$ cat src/hdl/siplo_pkg.sv
package siplo_pkg;

  // Shift and latch width
  localparam int unsigned STAGE_COUNT = 8;
  // Index of the serial input stage
  localparam int unsigned FIRST_STAGE = 0;
  // Index of the stage that feeds the cascade output
  localparam int unsigned LAST_STAGE = 7;
  // Flip-flops in each pin synchroniser
  localparam int unsigned SYNC_DEPTH = 2;
  // Pin inputs synchronised together: shift clock, latch clock, data, clear, enable
  localparam int unsigned PIN_COUNT = 5;
  localparam int unsigned PIN_SHIFT_CLK = 0;
  localparam int unsigned PIN_LATCH_CLK = 1;
  localparam int unsigned PIN_SERIAL = 2;
  localparam int unsigned PIN_CLEAR_N = 3;
  localparam int unsigned PIN_OE_N = 4;
  // Values held by the synchronisers during reset: clocks low, data low, inactive controls
  localparam logic [PIN_COUNT-1:0] PIN_RESET = 5'h18;
  // Reset values of the storage
  localparam logic [STAGE_COUNT-1:0] STAGE_RESET = 8'h00;
  localparam logic [STAGE_COUNT-1:0] LATCH_RESET = 8'h00;
  localparam logic [STAGE_COUNT-1:0] OE_N_RESET = 8'hFF;
  localparam logic [STAGE_COUNT-1:0] ALL_ZERO = 8'h00;

endpackage : siplo_pkg

$ cat src/hdl/siplo_sync.sv
`timescale 1ns/1ps
module siplo_sync #(
  parameter int unsigned WIDTH = siplo_pkg::PIN_COUNT,
  parameter logic [WIDTH-1:0] RESET_VAL = siplo_pkg::PIN_RESET
) (
  // Clock and reset
  input wire logic clk_sys,
  input wire logic reset_n,
  // Asynchronous levels in, synchronised levels out
  input wire logic [WIDTH-1:0] async_in,
  output logic [WIDTH-1:0] sync_out
);

  logic [WIDTH-1:0] meta_r;

  // Two-stage synchroniser; first stage read only by the second
  always_ff @(posedge clk_sys)
  begin
    if (!reset_n)
    begin
      meta_r <= RESET_VAL;
      sync_out <= RESET_VAL;
    end
    else
    begin
      meta_r <= async_in;
      sync_out <= meta_r;
    end
  end

endmodule : siplo_sync

$ cat src/hdl/siplo_top.sv
`timescale 1ns/1ps
module siplo_top (
  // Clock and reset
  input wire logic clk_sys,
  input wire logic reset_n,
  // Serial side pins
  input wire logic shift_clock_in,
  input wire logic latch_clock_in,
  input wire logic serial_in,
  input wire logic shift_clear_n,
  input wire logic output_enable_n,
  // Cascade output
  output logic serial_cascade_out,
  // Parallel three-state outputs, enable low while driving
  output logic [siplo_pkg::STAGE_COUNT-1:0] parallel_out_o,
  output logic [siplo_pkg::STAGE_COUNT-1:0] parallel_out_oe_n
);

  logic [siplo_pkg::PIN_COUNT-1:0] pins_async;
  logic [siplo_pkg::PIN_COUNT-1:0] pins_sync;
  logic shift_clk_prev_r;
  logic latch_clk_prev_r;
  logic shift_edge;
  logic latch_edge;
  logic clear_active;
  logic [siplo_pkg::STAGE_COUNT-1:0] shift_stage_bits_r;
  logic [siplo_pkg::STAGE_COUNT-1:0] shift_stage_bits_nxt;
  logic [siplo_pkg::STAGE_COUNT-1:0] latch_r;
  logic [siplo_pkg::STAGE_COUNT-1:0] latch_nxt;

  // Gather pins for the synchroniser
  assign pins_async = {output_enable_n, shift_clear_n, serial_in, latch_clock_in,
                       shift_clock_in};

  siplo_sync #(
    .WIDTH(siplo_pkg::PIN_COUNT),
    .RESET_VAL(siplo_pkg::PIN_RESET)
  ) u_sync (
    .clk_sys(clk_sys),
    .reset_n(reset_n),
    .async_in(pins_async),
    .sync_out(pins_sync)
  );

  // Rising edge from current and previous synchronised level
  function automatic logic rise_detect(input logic now_lvl, input logic prev_lvl);
    rise_detect = now_lvl & ~prev_lvl;
  endfunction : rise_detect

  // Previous levels of the synchronised clocks
  always_ff @(posedge clk_sys)
  begin
    if (!reset_n)
    begin
      shift_clk_prev_r <= siplo_pkg::PIN_RESET[siplo_pkg::PIN_SHIFT_CLK];
      latch_clk_prev_r <= siplo_pkg::PIN_RESET[siplo_pkg::PIN_LATCH_CLK];
    end
    else
    begin
      shift_clk_prev_r <= pins_sync[siplo_pkg::PIN_SHIFT_CLK];
      latch_clk_prev_r <= pins_sync[siplo_pkg::PIN_LATCH_CLK];
    end
  end

  // Rising edges and clear level
  assign shift_edge = rise_detect(pins_sync[siplo_pkg::PIN_SHIFT_CLK], shift_clk_prev_r);
  assign latch_edge = rise_detect(pins_sync[siplo_pkg::PIN_LATCH_CLK], latch_clk_prev_r);
  assign clear_active = ~pins_sync[siplo_pkg::PIN_CLEAR_N];

  // Next shift stages
  always_comb
  begin
    shift_stage_bits_nxt = shift_stage_bits_r;
    if (clear_active)
    begin
      shift_stage_bits_nxt = siplo_pkg::ALL_ZERO;
    end
    else if (shift_edge)
    begin
      shift_stage_bits_nxt = {shift_stage_bits_r[siplo_pkg::LAST_STAGE-1:siplo_pkg::FIRST_STAGE],
                              pins_sync[siplo_pkg::PIN_SERIAL]};
    end
  end

  // Shift stages; last stage is the cascade output
  always_ff @(posedge clk_sys)
  begin
    if (!reset_n)
    begin
      shift_stage_bits_r <= siplo_pkg::STAGE_RESET;
    end
    else
    begin
      shift_stage_bits_r <= shift_stage_bits_nxt;
    end
  end

  assign serial_cascade_out = shift_stage_bits_r[siplo_pkg::LAST_STAGE];

  // Next latch value, taken from stages before this cycle's shift
  always_comb
  begin
    latch_nxt = latch_r;
    if (latch_edge)
    begin
      if (clear_active)
      begin
        latch_nxt = siplo_pkg::ALL_ZERO;
      end
      else
      begin
        latch_nxt = shift_stage_bits_r;
      end
    end
  end

  // Storage latch feeds the parallel outputs
  always_ff @(posedge clk_sys)
  begin
    if (!reset_n)
    begin
      latch_r <= siplo_pkg::LATCH_RESET;
    end
    else
    begin
      latch_r <= latch_nxt;
    end
  end

  assign parallel_out_o = latch_r;

  // Output enable per pin, follows the synchronised enable
  always_ff @(posedge clk_sys)
  begin
    if (!reset_n)
    begin
      parallel_out_oe_n <= siplo_pkg::OE_N_RESET;
    end
    else
    begin
      parallel_out_oe_n <= {siplo_pkg::STAGE_COUNT{pins_sync[siplo_pkg::PIN_OE_N]}};
    end
  end

endmodule : siplo_top

$ cat config.mk
export PLATFORM = sky130hd
export DESIGN_NAME = siplo_top
export DESIGN_NICKNAME = d
export VERILOG_FILES = /design/src/hdl/siplo_pkg.sv /design/src/hdl/siplo_sync.sv /design/src/hdl/siplo_top.sv
export SDC_FILE = /design/constraint.sdc
export NUM_CORES = 1
export LEC_CHECK = 0
export BUFFER_PORTS_ARGS = -buffer_cell sky130_fd_sc_hd__buf_2
export CAP_MARGIN = 20
export CORE_UTILIZATION = 50
export CTS_CLUSTER_SIZE = 12
export DETAILED_ROUTE_END_ITERATION = 16
export PLACE_DENSITY_LB_ADDON = 0.1
export REMOVE_ABC_BUFFERS = 1
export SYNTH_ARGS = -nofsm -noshare
export SYNTH_HDL_FRONTEND = slang
export SYNTH_HIERARCHICAL = 1
export SYNTH_SLANG_ARGS = --single-unit
$ cat constraint.sdc
create_clock -name clk_sys -period 1 [get_ports clk_sys]
set_input_delay 0.2 -clock clk_sys [delete_from_list [all_inputs] [get_ports clk_sys]]
set_output_delay 0.2 -clock clk_sys [all_outputs]
set_load 0.01 [all_outputs]
==> Word-level counts from Yosys, hierarchy flattened <==
Cells that the tools add are included.
{ "totals": {"ram_bits": 0, "register_bits": 29, "inputBits": 7, "romBits": 0, "latch_bits": 0, "memories": 0} }
{ "classes": {"multipliers": 0, "n_shift": 0, "n_addsub": 0, "magnitude_cmp": 0, "n_div": 0, "eq_ne": 0, "muxes": 1, "n_reduce_logical": 1, "bitwise_logic": 4} }
{ "op_table": {"columns": ["operator", "count"], "rows": [
  ["8-bit 2-to-1 mux", 1],
  ["1-bit bitwise AND", 2],
  ["1-bit NOT", 2],
  ["2-bit AND reduction", 1]
]} }

==> Depth between registers and ports, before layout <==
{ "depth": {"word_depth": 2, "ltp_mapped": 4} }

==> Hierarchy <==
The synthesis kept the hierarchy.
{ "modules_own_cells": {"columns": ["mod", "cells_per_inst", "n_inst", "seq_area_each_um2", "area_per_inst_um2"], "rows": [
  ["siplo_top", 88, 1, 380.4, 792.0],
  ["siplo_sync", 20, 1, 200.2, 262.8]
]} }

==> Least setup slack after synthesis <==
OpenSTA, ideal clock, no wires.
{ "synth_path": {"kind": "reg2reg", "startpoint": "register u_sync.sync_out[1]", "endpoint": "register latch_r (netlist bit parallel_out_o[7])", "stages_incl_launch_ff": 5, "t_required_ns": 0.934, "arrival_time_ns": 0.770, "path_slack_ns": 0.164, "period_less_slack_ns": 0.836, "setup_ns": 0.066, "path_cell_list": "dfxtp_1 > nor2b_4 > buf_6 > nand3_1 > a21boi_2"} }
{ "synth_via": {"elab_chain_cells": 1} }
{ "synth_lines": {"columns": ["item", "line", "rtl"], "rows": [
  ["start: declaration", "siplo_sync.sv:11", "output logic [WIDTH-1:0] sync_out"],
  ["start signal: assignment", "siplo_sync.sv:27", "sync_out <= meta_r;"],
  ["1-bit bitwise AND", "siplo_top.sv:47", "rise_detect = now_lvl & ~prev_lvl;"],
  ["end signal: assignment", "siplo_top.sv:122", "latch_r <= siplo_pkg::LATCH_RESET;"],
  ["end signal: assignment", "siplo_top.sv:126", "latch_r <= latch_nxt;"],
  ["end: declaration", "siplo_top.sv:28", "logic [siplo_pkg::STAGE_COUNT-1:0] latch_r;"]
]} }
No other way between the ends.
A chain may end at the register's enable or synchronous reset.

==> Final worst setup path <==
{ "layout_path": {"startpoint": "register, netlist name parallel_out_oe_n[0]", "endpoint": "output port parallel_out_oe_n[4] in the netlist's numbering"} }
{ "layout_rtl": {"columns": ["item", "line", "rtl"], "rows": [
  ["end: declaration", "siplo_top.sv:16", "output logic [siplo_pkg::STAGE_COUNT-1:0] parallel_out_oe_n"]
]} }
No word-level cell between the ends.

==> summary.txt <==
Setup path
  – Slowest cell on the critical path: dfxtp_4
  – Worst-path fanout max: 8
  – Crit-path leading delay family: flip-flops
  – Critical Path Max Stage Delay: 0.38 ns
  – Setup crit end kind: output port
  – WP data required: 0.80 ns
  – FF-to-FF path depth: 3
  – Worst R2R End: parallel_out_o[1]
  – Worst EP arrival: 0.82 ns
  – Worst Setup Path Type: flop to output port
  – Critical Path, Cell by Cell: buf_2
  – RR Startpoint: u_sync/sync_out[1]
  – Crit path buffers/inverters: 1
  – Critical Path Source Type: flop
  – Flop-to-flop setup slack: 0.08 ns
  – Worst path depth: 1

STA
  – Clock Skews: 0.004521 ns
  – Max-slew headroom: 82.22%
  – Slew of the pin with the lowest slew margin: 0.2660 ns
  – # setup viols final: 7
  – Fmax: 980.1 MHz
  – Min Tclk post-route: 1.020 ns
  – Hold Fails Final Rpt: 0
  – RSZ-0062 raised after global routing: true
  – Setup TNS: -0.1210 ns
  – Final Max Slew Viols: 0
  – Setup WS post-layout: -0.02027 ns
  – Period utilisation layout: 102.0%

CTS
  – Clk sinks: 29
  – CTS tree: yes
  – Hold Buf Count CTS: 0
  – Root Buffer: clkbuf_4
  – Skew-Pair Late Insertion Delay: 0.31 ns
  – Clk buf depth: 2
  – Clk slew on worst S/H paths: 0.08 ns
  – Total CTS buffers: 5
  – H-Tree Depth: 2

Floorplanning
  – Height of the die: 47.93 um
  – Initial Util: 53.22%
  – Core Area: 0.001982 mm2
  – DIE AREA: 0.002297 mm2
  – Die width: 47.93 um
  – Cell Rows: 16
  – Num ports: 24

Route
  – Avg WL per Cell: 11.35 um
  – Via count: 766
  – Pre-antenna DRT Iters: 4
  – 1st-iter DRT viols: 13
  – Met2 wire length: 995 um
  – Final ANT Viol Nets: 0
  – # DRC: 0
  – DRT Wirelength: 1.793 mm
  – Vias/cell: 4.848
  – Metal1 wirelength: 699 um
  – Highest metal used: met4
  – DR WL met3: 62 um

Global routing
  – Largest net degree at the start of global routing: 15
  – GRT Util Overall: 18.08%
  – Vias in the first global route: 606
  – Total grt overflow: 0
  – First-pass GRT wire length: 2.649 mm
  – Initial antenna violation count: 0

Yosys
  – Unique masters post-synth: 14
  – Syn Inst Count: 108
  – Register bit count reported by yosys: 29
  – Synthesized area: 0.001055 mm2
  – Post-synth top area share: 55.04%
  – Yosys warnings: 6
  – Cell taking the most area after synthesis: dfxtp_1
  – Top cells by area, synth: dfxtp_1 (55%), nand2_1 (8.9%), a21boi_2 (8.5%)
  – Sequential cell area fraction in the yosys report: 55.04%
  – Syn avg cell area: 9.766 um2

Hold path
  – WHS Endpoint: u_sync/meta_r[3]
  – Hold path depth: 2
  – Worst Hold Class: input port to flop
  – Hold path start: shift_clear_n

Power
  – Comb pwr share: 5.1%
  – Flop pwr share: 61.7%
  – Leak: 0.0004864 uW
  – Total chip power: 1918 uW
  – Worst IR Drop VDD: 1.099 mV
  – Internal power: 1504 uW
  – Switching power: 414.1 uW
  – Sw Ratio: 21.59%
  – Clock Power Share: 33.1%
  – Power Dens Cells: 1484 mW/mm2

Status
  – Violated checks: negative setup slack
  – Outcome: complete, but fails checks

Finish
  – Post-route cell area: 0.001292 mm2
  – Nets@finish: 137
  – Inserted Diodes: 0
  – Layout cell share with drive strength beyond 1: 43.51%
  – Syn-to-layout area delta: 22.54%
  – Most frequent cells in the layout: nand2_1 (25), dfxtp_1 (17), buf_2 (13)
  – Commonest non-fill, non-tap cell in the layout: nand2_1

Placed design
  – Port bufs: 23
  – Placed inst area: 0.001144 mm2
  – Routability congestion estimate: 0.7271
  – Dpl hpwl: 1.211 mm

Job
  – Max_cap viols: 0
-- Yosys cell counts --
library cell / n
buf_4: 10
buf_2: 1
nand2b_1: 7
nand3_1: 8
buf_6: 1
a21oi_1: 8
and2_2: 1
a21boi_2: 8
nand2_1: 25
and2_1: 7
clkbuf_1: 1
nor2b_4: 1
nor2b_1: 1
dfxtp_1: 29
-- layer usage --
layer	track usage [%]	vias to the layer above
li1	-	387
met1	19.35	355
met2	29.73	19
met3	5.660	5
met4	13.33	0
met5	0	-
-- flip-flops by register name, summed over array words and instances (netlist names) --
register / cells
shift_clk_prev_r: 1
shift_stage_bits_r: 8
u_sync/meta_r: 5
parallel_out_oe_n: 1
latch_clk_prev_r: 1
parallel_out_o: 8
u_sync/sync_out: 5
-- metrics by stage --
stage | worst slack [ns] | instances | hold slack (ns) | util [%]
finish | -0.02027 | 158 | 0.06667 | 65.21
global route | -0.06137 | 158 | 0.06792 | 65.21
CTS | -0.03767 | 157 | 0.05447 | 61.62
detailed placement | 0.05395 | 148 | 0.3897 | 57.70
global placement | 0.07231 | 148 | 0.3847 | 57.70
floorplan | 0.01986 | 95 | 0.2730 | -
-- power groups by stage --
stage          clock network (uW)  logic (uW)  registers (uW)
5_1_grt                       714         108            1190
6_report                      636        98.7            1180
3_5_place_dp                    0        97.9            1210
4_1_cts                       660        99.3            1180
3_3_place_gp                    0        95.6            1210
2_1_floorplan                   0        39.7            1220
-- repair_timing --
action                                  in CTS  in global routing
endpoints found under the setup margin      12                 20
setup buffers                                1                  1
gates resized for setup                      8                 17
-- worst max path at each step --
| stage | endpoint | slack (ns) | start |
|---|---|---|---|
| after floorplan | parallel_out_oe_n[0] | 0.02 | parallel_out_oe_n[0] |
| after global placement | parallel_out_o[4] | 0.07 | latch_clk_prev_r |
| after detailed placement | parallel_out_o[3] | 0.05 | latch_clk_prev_r |
| after CTS | parallel_out_oe_n[4] | -0.04 | parallel_out_oe_n[0] |
| after global routing | parallel_out_oe_n[0] | -0.06 | parallel_out_oe_n[0] |
| final | parallel_out_oe_n[4] | -0.02 | parallel_out_oe_n[0] |
-- cells by family (layout without fill, tap and decap cells) --
kind of cell | count (synthesis) | after routing | synth area share, %
flops | 29 | 29 | 55.04
buf+inv | 13 | 36 | 9.014
simple gates | 50 | 50 | 23.61
compound gates | 16 | 16 | 12.34
-- cell type report --
| type | count | area, um2 |
|---|---|---|
| fill | 172 | 689.4 |
| sequential | 29 | 598.1 |
| multi-input combinational | 66 | 384.1 |
| timing repair buffer | 28 | 227.7 |
| clock buffer | 8 | 48.80 |
| tap | 27 | 33.78 |
No activity file was read; power rests on OpenSTA's default activity.
